<file path="config.mk">
export PLATFORM = sky130hd
export DESIGN_NAME = table_mem_core
export DESIGN_NICKNAME = d
export VERILOG_FILES = /design/src/logic/table_mem_pkg.sv /design/src/logic/gp_ram.sv /design/src/logic/table_mem_core.sv
export VERILOG_INCLUDE_DIRS = /design/src /design/src/logic
export SDC_FILE = /design/constraint.sdc
export NUM_CORES = 1
export LEC_CHECK = 0
export BUFFER_PORTS_ARGS = -buffer_cell sky130_fd_sc_hd__clkbuf_2
export CAP_MARGIN = 20
export CORE_ASPECT_RATIO = 0.6
export CORE_MARGIN = 2
export CORE_UTILIZATION = 55
export CTS_BUF_LIST = sky130_fd_sc_hd__clkbuf_4
export DETAILED_ROUTE_END_ITERATION = 7
export PLACE_DENSITY = 0.79
export SLEW_MARGIN = 15
export SYNTH_ARGS = -nofsm -noshare
export SYNTH_HDL_FRONTEND = slang
export SYNTH_SLANG_ARGS = --single-unit
</file>
<file path="constraint.sdc">
create_clock -name clk -period 5.81 [get_ports clk]
set_input_delay 0.8715 -clock clk [delete_from_list [all_inputs] [get_ports clk]]
set_output_delay 0.8715 -clock clk [all_outputs]
set_load 0.01 [all_outputs]
</file>
<file path="src/logic/table_mem_map.svh">
`ifndef TABLE_MEM_MAP_SVH
`define TABLE_MEM_MAP_SVH

// ==========================================================
// Program memory geometry
`define PROG_ADDR_W          11
`define PROG_WORD_W          16
`define PROG_HIGH_IMPL_W     8
`define RESET_VECTOR         11'h000

// ==========================================================
// Special register addresses
`define ADDR_IND0            8'h00
`define ADDR_MPTR0           8'h01
`define ADDR_IND1            8'h02
`define ADDR_MPTR1           8'h03
`define ADDR_BANK_PTR        8'h04
`define ADDR_TABLE_PTR_LOW   8'h07
`define ADDR_TABLE_HIGH      8'h08
`define ADDR_TABLE_PTR_HIGH  8'h09
`define ADDR_EEPROM_CTRL     8'h40

// ==========================================================
// General purpose RAM
`define GP_RAM_BASE          8'h80
`define GP_RAM_LAST          8'hff
`define GP_RAM_DEPTH         128
`define GP_RAM_AW            7

// ==========================================================
// Field positions and reset values
`define BANK_SEL_BIT         0
`define BANK_PTR_RST         8'h00
`define TABLE_PTR_RST        8'h00
`define TABLE_HIGH_RST       8'h00
`define EEPROM_CTRL_RST      8'h00

// ==========================================================
// Table instructions take two instruction cycles
`define TABLE_CYCLES         2

`endif

</file>
<file path="src/logic/table_mem_pkg.sv">
package table_mem_pkg;
	typedef enum logic [1:0]
	{
		op_none,
		op_table_read,
		op_table_read_last
	} table_op_t;

	typedef enum logic [1:0]
	{
		st_idle,
		st_fetch,
		st_finish
	} table_state_t;
endpackage

</file>
<file path="src/logic/gp_ram.sv">
`include "table_mem_map.svh"

module gp_ram
(
	input  wire logic                     clk,
	input  wire logic                     wr_en,
	input  wire logic [`GP_RAM_AW-1:0]    wr_addr,
	input  wire logic [7:0]               wr_data,
	input  wire logic [`GP_RAM_AW-1:0]    rd_addr,
	output logic      [7:0]               rd_data_ff
);
	// No reset on the array: the data memory is volatile
	logic [7:0] mem [0:`GP_RAM_DEPTH-1];

	always_ff @(posedge clk)
	begin
		if (wr_en)
			mem[wr_addr] <= wr_data;
		rd_data_ff <= mem[rd_addr];
	end
endmodule

</file>
<file path="src/logic/table_mem_core.sv">
`include "table_mem_map.svh"

module table_mem_core
	import table_mem_pkg::*;
(
	input  wire logic                      clk,
	input  wire logic                      reset_n,
	input  wire logic                      prog_mode_select_n,
	input  wire logic                      prog_serial_data_in,
	input  wire logic                      prog_serial_clock,
	input  wire logic                      data_req,
	input  wire logic                      data_write,
	input  wire logic                      data_indirect,
	input  wire logic [7:0]                data_addr,
	input  wire logic [7:0]                data_wdata,
	input  wire logic                      table_req,
	input  wire logic                      table_last_page,
	input  wire logic [7:0]                table_dest,
	input  wire logic [`PROG_ADDR_W-1:0]   cur_pc,
	input  wire logic [`PROG_WORD_W-1:0]   prog_rdata,
	output logic      [7:0]                data_rdata_ff,
	output logic                           data_rvalid_ff,
	output logic      [`PROG_ADDR_W-1:0]   fetch_addr_ff,
	output logic                           fetch_restart_ff,
	output logic      [`PROG_ADDR_W-1:0]   prog_addr_ff,
	output logic                           prog_rd_ff,
	output logic                           core_stall_ff,
	output logic                           core_halt_ff,
	output logic                           table_done_ff,
	output logic      [7:0]                table_dest_ff,
	output logic      [7:0]                table_low_ff,
	output logic      [7:0]                table_high_latch_ff,
	output logic      [7:0]                bank_pointer_ff,
	output logic                           prog_serial_data_out_ff,
	output logic                           prog_serial_data_oe_ff,
	output logic                           prog_pins_owned_ff
);
	// ==========================================================
	// Register state
	table_state_t         state_ff;
	table_state_t         nxt_state;
	logic [7:0]           table_ptr_low_ff;
	logic [7:0]           table_ptr_high_ff;
	logic [7:0]           eeprom_ctrl_ff;
	logic [7:0]           hold_dest_ff;
	logic                 started_ff;
	logic [7:0]           ram_rdata;
	logic                 ram_sel_ff;
	logic [7:0]           reg_rdata_ff;

	// ==========================================================
	// Address decode
	wire       bank1       = bank_pointer_ff[`BANK_SEL_BIT];
	wire       eff_bank1   = data_indirect & bank1;
	wire       acc_ok      = data_req & prog_mode_select_n & (state_ff == st_idle);
	wire       hit_gp      = (data_addr >= `GP_RAM_BASE) & ~eff_bank1;
	wire       hit_bank    = data_addr == `ADDR_BANK_PTR;
	wire       hit_tpl     = data_addr == `ADDR_TABLE_PTR_LOW;
	wire       hit_tph     = data_addr == `ADDR_TABLE_PTR_HIGH;
	wire       hit_latch   = data_addr == `ADDR_TABLE_HIGH;
	wire       hit_eeprom  = (data_addr == `ADDR_EEPROM_CTRL) & eff_bank1;
	wire       hit_any     = hit_gp | hit_bank | hit_tpl | hit_tph | hit_latch | hit_eeprom;
	wire       wr          = acc_ok & data_write;
	wire       ram_we      = wr & hit_gp;
	wire [`GP_RAM_AW-1:0] ram_a = data_addr[`GP_RAM_AW-1:0];
	wire [7:0] reg_mux     = hit_bank   ? bank_pointer_ff :
	                         hit_tpl    ? table_ptr_low_ff :
	                         hit_tph    ? table_ptr_high_ff :
	                         hit_latch  ? table_high_latch_ff :
	                         hit_eeprom ? eeprom_ctrl_ff : 8'h00;

	// Page-relative read keeps the page bits of the running instruction
	wire [`PROG_ADDR_W-1:0] full_addr = {table_ptr_high_ff[`PROG_ADDR_W-9:0], table_ptr_low_ff};
	wire [`PROG_ADDR_W-1:0] page_addr = {cur_pc[`PROG_ADDR_W-1:8], table_ptr_low_ff};
	// Word bits beyond the implemented width must come back as zero
	wire [7:0] high_mask = 8'hff >> (8 - `PROG_HIGH_IMPL_W);
	wire table_go = table_req & prog_mode_select_n & (state_ff == st_idle);

	// ==========================================================
	// Table read sequencer
	always_comb
	begin
		nxt_state = state_ff;
		case (state_ff)
			st_idle:   if (table_go) nxt_state = st_fetch;
			st_fetch:  nxt_state = st_finish;
			st_finish: nxt_state = st_idle;
			default:   nxt_state = st_idle;
		endcase
	end

	always_ff @(posedge clk or negedge reset_n)
	begin
		if (!reset_n)
			state_ff <= st_idle;
		else if (!prog_mode_select_n)
			state_ff <= st_idle;
		else
			state_ff <= nxt_state;
	end

	always_ff @(posedge clk or negedge reset_n)
	begin
		if (!reset_n)
		begin
			prog_addr_ff  <= `RESET_VECTOR;
			prog_rd_ff    <= 1'b0;
			hold_dest_ff  <= 8'h00;
		end
		else
		begin
			prog_rd_ff <= table_go;
			if (table_go)
			begin
				prog_addr_ff <= table_last_page ? page_addr : full_addr;
				hold_dest_ff <= table_dest;
			end
		end
	end

	// Stall covers both instruction cycles of the table operation
	always_ff @(posedge clk or negedge reset_n)
	begin
		if (!reset_n)
		begin
			core_stall_ff       <= 1'b0;
			table_done_ff       <= 1'b0;
			table_dest_ff       <= 8'h00;
			table_low_ff        <= 8'h00;
			table_high_latch_ff <= `TABLE_HIGH_RST;
		end
		else
		begin
			core_stall_ff <= table_go | (state_ff == st_fetch);
			table_done_ff <= state_ff == st_fetch;
			if (state_ff == st_fetch)
			begin
				table_dest_ff       <= hold_dest_ff;
				table_low_ff        <= prog_rdata[7:0];
				// Latch only changes here; bus writes to it are dropped
				table_high_latch_ff <= prog_rdata[15:8] & high_mask;
			end
		end
	end

	// ==========================================================
	// Software-visible registers
	always_ff @(posedge clk or negedge reset_n)
	begin
		if (!reset_n)
		begin
			bank_pointer_ff   <= `BANK_PTR_RST;
			table_ptr_low_ff  <= `TABLE_PTR_RST;
			table_ptr_high_ff <= `TABLE_PTR_RST;
			eeprom_ctrl_ff    <= `EEPROM_CTRL_RST;
		end
		else if (wr)
		begin
			if (hit_bank)
				bank_pointer_ff <= {7'h00, data_wdata[`BANK_SEL_BIT]};
			if (hit_tpl)
				table_ptr_low_ff <= data_wdata;
			if (hit_tph)
				table_ptr_high_ff <= data_wdata;
			if (hit_eeprom)
				eeprom_ctrl_ff <= data_wdata;
		end
	end

	gp_ram u_gp_ram
	(
		.clk        (clk),
		.wr_en      (ram_we),
		.wr_addr    (ram_a),
		.wr_data    (data_wdata),
		.rd_addr    (ram_a),
		.rd_data_ff (ram_rdata)
	);

	// Read data returns two cycles after the request: RAM register, then output
	always_ff @(posedge clk or negedge reset_n)
	begin
		if (!reset_n)
		begin
			ram_sel_ff     <= 1'b0;
			reg_rdata_ff   <= 8'h00;
			data_rvalid_ff <= 1'b0;
			data_rdata_ff  <= 8'h00;
			started_ff     <= 1'b0;
		end
		else
		begin
			ram_sel_ff     <= acc_ok & ~data_write & hit_gp;
			reg_rdata_ff   <= (acc_ok & ~data_write) ? reg_mux : 8'h00;
			data_rvalid_ff <= started_ff;
			started_ff     <= acc_ok & ~data_write;
			data_rdata_ff  <= ram_sel_ff ? ram_rdata : reg_rdata_ff;
		end
	end

	// ==========================================================
	// Reset vector and programming mode
	always_ff @(posedge clk or negedge reset_n)
	begin
		if (!reset_n)
		begin
			fetch_addr_ff           <= `RESET_VECTOR;
			fetch_restart_ff        <= 1'b1;
			core_halt_ff            <= 1'b0;
			prog_pins_owned_ff      <= 1'b0;
			prog_serial_data_out_ff <= 1'b0;
			prog_serial_data_oe_ff  <= 1'b0;
		end
		else
		begin
			fetch_addr_ff      <= `RESET_VECTOR;
			fetch_restart_ff   <= 1'b0;
			core_halt_ff       <= ~prog_mode_select_n;
			prog_pins_owned_ff <= ~prog_mode_select_n;
			// Device never drives the serial pins; programmer owns clock and data
			prog_serial_data_out_ff <= 1'b0;
			prog_serial_data_oe_ff  <= 1'b0;
		end
	end
endmodule

</file>
* Yosys cells after proc, flatten, opt, wreduce, memory -nomap -nowiden *
Memory sizes are Yosys's and may differ from the RTL's. A register that Yosys moved wholly into a read port is not among the register bits.
Index checks and enable logic that the tools add are counted.

operators by class
  reductions and logical operators = 5
  mux-type cells = 13
  eq/ne operators = 7
  bitwise gates (word level) = 15
  magnitude comparators = 1

operators by type and width
  cell                                                             number
  8-bit 2-to-1 mux                                                 7
  8-bit by 3-bit == test with 1-bit output, second input constant  2
  8-bit by 4-bit == test with 1-bit output, second input constant  2
  1-bit AND                                                        11
  11-bit 2-to-1 mux                                                1
  8-bit by 7-bit == test with 1-bit output, second input constant  1
  8-bit >= comparator, second input constant                       1
  2-bit AND reduction                                              4
  2-bit 2-to-1 mux                                                 2
  2-bit one-hot mux with 2 select lines                            1
  3-bit != test, second input constant                             1
  1-bit NOT                                                        3
  2-bit by 1-bit == test with 1-bit output, second input constant  1
  2-bit logical NOT                                                1
  1-bit 2-to-1 mux                                                 2
  1-bit OR                                                         1

storage, ports and cells
  memories kept = 1
  register bits = 94
  output and inout port bits = 71
  input port bits = 61
  word-level logic and storage cells = 62
  bits in writable memories = 1024

memories
  memory        words  bits a word  rd ports  clocked after memory_dff  wr ports  RTL line      text
  u_gp_ram.mem  128    8            1         1                         1         gp_ram.sv:13  logic [7:0] mem [0:`GP_RAM_DEPTH-1];

* Depth between registers and ports, before layout *
  depth in word-level cells = 8
  gate-level depth with buffers = 10
  mapped depth without buffers = 5

* By module *
A second synthesis with hierarchy kept.

second synthesis, totals
  cell total of the unflattened synthesis = 1924
  area total of the unflattened synthesis = 43651.9 µm²

modules (own cells, without submodules)
  module          sequential area each (µm²)  instances  cells an instance  area each (µm²)
  gp_ram          30909.6                     1          1635               39665.5
  table_mem_core  2353.5                      1          289                3986.3

* Least setup slack after synthesis *
OpenSTA, ideal clock, no wires.

  path type = in2reg
  start point = input data_addr[1]
  end point = memory u_gp_ram.mem[58][0], enable pin
  required time = 5.440 ns
  stages = 9
  buffers on the path = 6
  data arrival time = 2.848 ns
  slack = 2.592 ns
  library setup time = 0.370 ns
  path through = buf_4 buf_4 buf_4 buf_2 buf_2 nor2b_1 nand2_1 buf_2 nor2_1

on the way
  longest elaborated chain between the ends = 5

ends and longest elaborated chain
  what                                    RTL line              text
  start: declaration                      table_mem_core.sv:14  input wire logic [7:0] data_addr,
  8-bit >= comparator (no source line)    --
  1-bit AND                               table_mem_core.sv:56  wire hit_gp = (data_addr >= `GP_RAM_BASE) & ~eff_bank1;
  1-bit AND                               table_mem_core.sv:64  wire ram_we = wr & hit_gp;
  1-bit 2-to-1 mux                        gp_ram.sv:17          if (wr_en)
  1-bit 2-to-1 mux (not written as such)  gp_ram.sv:18          mem[wr_addr] <= wr_data;
  end: declaration                        gp_ram.sv:13

Parallel ways exist; a longest one is shown, timed or not.

* Worst setup path in the final report *
  start point = input prog_mode_select_n
  end point = memory u_gp_ram.mem[111][7], enable pin

on the way
  longest elaborated chain between the ends = 6

ends and longest elaborated chain
  what                                    RTL line              text
  start: declaration                      table_mem_core.sv:8   input wire logic prog_mode_select_n,
  1-bit AND (2 in series)                 table_mem_core.sv:55  wire acc_ok = data_req & prog_mode_select_n & (state_ff == st_idle);
  1-bit AND                               table_mem_core.sv:63  wire wr = acc_ok & data_write;
  1-bit AND                               table_mem_core.sv:64
  1-bit 2-to-1 mux                        gp_ram.sv:17
  1-bit 2-to-1 mux (not written as such)  gp_ram.sv:18

No other way between the ends.

==> results_dict.tcl <==
set metrics [dict create \
    hold_viol 0 \
    antenna_left 0 \
    area_delta_synth_final_pct 11.6 \
    worstPathCellList "dlygate4sd3_1, clkbuf_2, nor3b_1, nand3_1, nor3_1, nand3_1, buf_4, nor2_1" \
    top_layer "met5" \
    slowest_stage "nor2_1" \
    power_frac_comb_pct 5.8 \
    io_buffers 101 \
    irDropWorstVdd_uv 233 \
    fin_worst_skew_ns 0.0614 \
    post_cts.repair.setup_buffers 0 \
    crit_required_ns 6.49 \
    dieWidth_um 368 \
    setup_viol 0 \
    initial_core_util_pct 56.0 \
    yosysTopAreaCell "edfxtp_1" \
    power.share.clock_pct 37.9 \
    synth-xor-area-share_pct 0 \
    p_switching_w 0.00363 \
    finalNonFillerCells 3690 \
    synthAdderAreaFrac_pct 0 \
    synth_edf_count 1024 \
    seqPwrFrac_pct 56.2 \
    gp_congestion 0.851 \
    syn_inst 2155 \
    synth_mux_area_share_pct 15.9 \
    startpoint_type "primary input" \
    rows 79 \
    synth-seq-cells 1126 \
    timing.final.crit_share_pct 67.3 \
    worstSetupPathType "primary input to flip-flop" \
    wl_met3_um 14500 \
    wl_met1_um 41600 \
    cts_tree "done" \
    synth_top_family_by_area "multiplexers" \
    cp-end-kind "flip-flop" \
    drive_gt1_share_pct 32.2 \
    clk_latency_ns 1.10 \
    antenna_found_initial 2 \
    r2r_start "state_ff[1]$_DFFE_PN0P_" \
    io_pins 132 \
    rsz0062_at_grt "no" \
    cts-root-buf "clkbuf_4" \
    cts_max_level 4 \
    drc_errors 0 \
    synth-simple-area-share_pct 2.55 \
    reg2reg_to "u_gp_ram.mem[111][7]$_DFFE_PP_" \
    slew_headroom_pct 25.7 \
    cts_max_path_buffers 3 \
    yosys_warnings 0 \
    netSwitchingFraction_pct 22.8 \
    slew_viol_final 0 \
    hp-class "primary input to flip-flop" \
    synth_compound_area_share_pct 3.46 \
    hpwl_um 62200 \
    hold_buffers 26 \
    cts_sinks 1126 \
    maxClockFrequency_ghz 0.256 \
    p_int_w 0.0123 \
    crit_end "u_gp_ram.mem[111][7]$_DFFE_PP_" \
    total_leakage_power_nw 16.3 \
    min_path_cells 2 \
    crit_arrival_ns 4.59 \
    final_nets 2510 \
    path_common_cell "nand3_1" \
    power_density_nw_per_um2 327 \
    syn_avg_cell_area_um2 20.2 \
    clk_pin_slew_ns 0.09 \
    finalCoreUtilization_pct 62.4 \
    drv_cap 0 \
    cts-resized-gates 0 \
    grt-ovfl-total 0 \
    wirelength_um 104000 \
    route.vias.total 23500 \
    critPathLaunch "prog_mode_select_n" \
    r2r_setup_slack_ns 1.93 \
    syn_area_um2 43600 \
    ys_top_cells_by_area "edfxtp_1 70%, mux4_2 9.9%, dfrtp_1 5.3%" \
    dieArea_um2 81700 \
    period_minus_slack_ns 3.91 \
    dp_cells 3242 \
    finalSetupTns_ns 0 \
    fp.dieH_um 222 \
    ff2ff_path_depth 6 \
    viasPerCell 6.38 \
    status "completed" \
    wl_per_cell_um 28.2 \
    synth_top_area_share_pct 70.5 \
    track_usage_pct 25.6 \
    first_global_vias 23400 \
    first_iter_violations 3973 \
    async_flop_share_pct 8.35 \
    wl_met2_um 46000 \
    yosysSeqAreaShare_pct 76.2 \
    cpPeakStageDelay_ns 0.80 \
    grt_pass1_wl_um 153000 \
    path_max_fanout 10 \
    grt_max_degree 86 \
    cts-buffers-inserted 230 \
    worst_slew_pin_slew_ns 1.11 \
    dr.pass1.iters 6 \
    fp.coreArea_um2 78000 \
    synthFlopType "edfxtp_1" \
    synth.distinct_cells 48 \
]
-- layer usage --
metal | track usage (%) | vias up
li1 | - | 9572
met1 | 38.1 | 12000
met2 | 36.5 | 1749
met3 | 8.51 | 207
met4 | 7.05 | 2
met5 | 0 | -
-- cells in the mapped netlist, types with 4 or more instances --
| library cell | instances |
|---|---|
| edfxtp_1 | 1024 |
| o221ai_1 | 53 |
| buf_2 | 42 |
| o21ai_0 | 9 |
| a22o_1 | 12 |
| a22oi_1 | 12 |
| mux2_2 | 125 |
| nand3_1 | 7 |
| mux4_2 | 192 |
| a21oi_1 | 22 |
| nor2_1 | 144 |
| a211o_1 | 4 |
| nand2_1 | 48 |
| and2_1 | 7 |
| mux2i_1 | 121 |
| a222oi_1 | 7 |
| clkbuf_1 | 54 |
| buf_6 | 9 |
| nor3_1 | 17 |
| dfxtp_1 | 8 |
| a211oi_1 | 22 |
| buf_4 | 36 |
| a221oi_1 | 36 |
| or4_1 | 7 |
| nor2b_1 | 8 |
| dfrtp_1 | 93 |
-- per-stage QoR --
step	setup slack [ns]	total power, W	hold slack [ns]	area [um2]
after floorplan	2.59	0.00961	0.331	43700
after global placement	1.61	0.00999	0.341	45300
after detailed placement	1.47	0.0100	0.348	45300
after CTS	2.06	0.0159	0.00150	48600
after global routing	1.88	0.0164	0.0386	48700
final	1.90	0.0159	0.0478	48700
-- worst min-delay path by stage --
stage / startpoint / endpoint / slack [ns]
2_1_floorplan: started_ff$_DFF_PN0_ / data_rvalid_ff$_DFF_PN0_ / 0.33
3_3_place_gp: started_ff$_DFF_PN0_ / data_rvalid_ff$_DFF_PN0_ / 0.34
3_5_place_dp: started_ff$_DFF_PN0_ / data_rvalid_ff$_DFF_PN0_ / 0.35
4_1_cts: table_dest[5] / hold_dest_ff[5]$_DFFE_PN0P_ / 0.001
5_1_grt: table_dest[5] / hold_dest_ff[5]$_DFFE_PN0P_ / 0.04
6_report: table_dest[5] / hold_dest_ff[5]$_DFFE_PN0P_ / 0.05
-- critical path, delay by kind of cell --
family / cells / cell delay, ns
AND/OR/NAND/NOR: 5 / 2.56
buffers and inverters: 3 / 1.14
-- placed cells by master (no fill, tap or decap), types with 3 or more instances in the layout --
cell type / Yosys / routed
a211o_1: 4 / 4
a211oi_1: 22 / 22
a21oi_1: 22 / 22
a221oi_1: 36 / 36
a222oi_1: 7 / 7
a22o_1: 12 / 12
a22oi_1: 12 / 12
a311oi_1: 3 / 3
a31oi_1: 3 / 3
and2_1: 7 / 8
buf_12: 0 / 6
buf_4: 36 / 59
bufinv_16: 0 / 8
clkbuf_2: 0 / 90
clkbuf_4: 0 / 341
clkinv_1: 0 / 57
clkinv_2: 0 / 5
conb_1: 1 / 21
dfrtp_1: 93 / 93
dfxtp_1: 8 / 8
diode_2: 0 / 4
dlygate4sd3_1: 0 / 26
edfxtp_1: 1024 / 1024
inv_1: 3 / 3
mux2_2: 125 / 125
mux2i_1: 121 / 121
mux4_2: 192 / 192
nand2_1: 48 / 48
nand3_1: 7 / 7
nor2_1: 144 / 143
nor2b_1: 8 / 5
nor3_1: 17 / 17
o21ai_0: 9 / 9
o221ai_1: 53 / 53
or4_1: 7 / 7
-- area by class of cell --
cell class,count,area [um2]
Sequential cell,1126,33300
Fill cell,5095,29300
Multi-Input combinational cell,903,9660
Clock buffer,341,2560
Timing Repair Buffer,185,1360
Tap cell,1053,1320
Clock inverter,75,510
Inverter,3,11.3
Antenna cell,4,10.0
-- flip-flops by register name, summed over array words and instances, names as in the netlist, 2 cells and up --
| register | flops |
|---|---|
| u_gp_ram.mem | 1024 |
| prog_addr_ff | 11 |
| data_rdata_ff | 8 |
| eeprom_ctrl_ff | 8 |
| hold_dest_ff | 8 |
| reg_rdata_ff | 8 |
| table_dest_ff | 8 |
| table_high_latch_ff | 8 |
| table_low_ff | 8 |
| table_ptr_high_ff | 8 |
| table_ptr_low_ff | 8 |
| u_gp_ram.rd_data_ff | 8 |
| state_ff | 2 |
-- power groups by stage --
stage / registers (W) / logic (W) / clock network (W)
3_5_place_dp: 0.00913 / 0.000891 / 0
6_report: 0.00895 / 0.000926 / 0.00604
2_1_floorplan: 0.00914 / 0.000469 / 0
3_3_place_gp: 0.00912 / 0.000865 / 0
4_1_cts: 0.00895 / 0.000907 / 0.00607
5_1_grt: 0.00895 / 0.000973 / 0.00648
-- kinds of logic after synthesis --
family,after synthesis
flops,1126
other cells,1
simple gates,254
mux,438
compound gates,190
buf+inv,146
No activity file was read; power rests on OpenSTA's default activity.
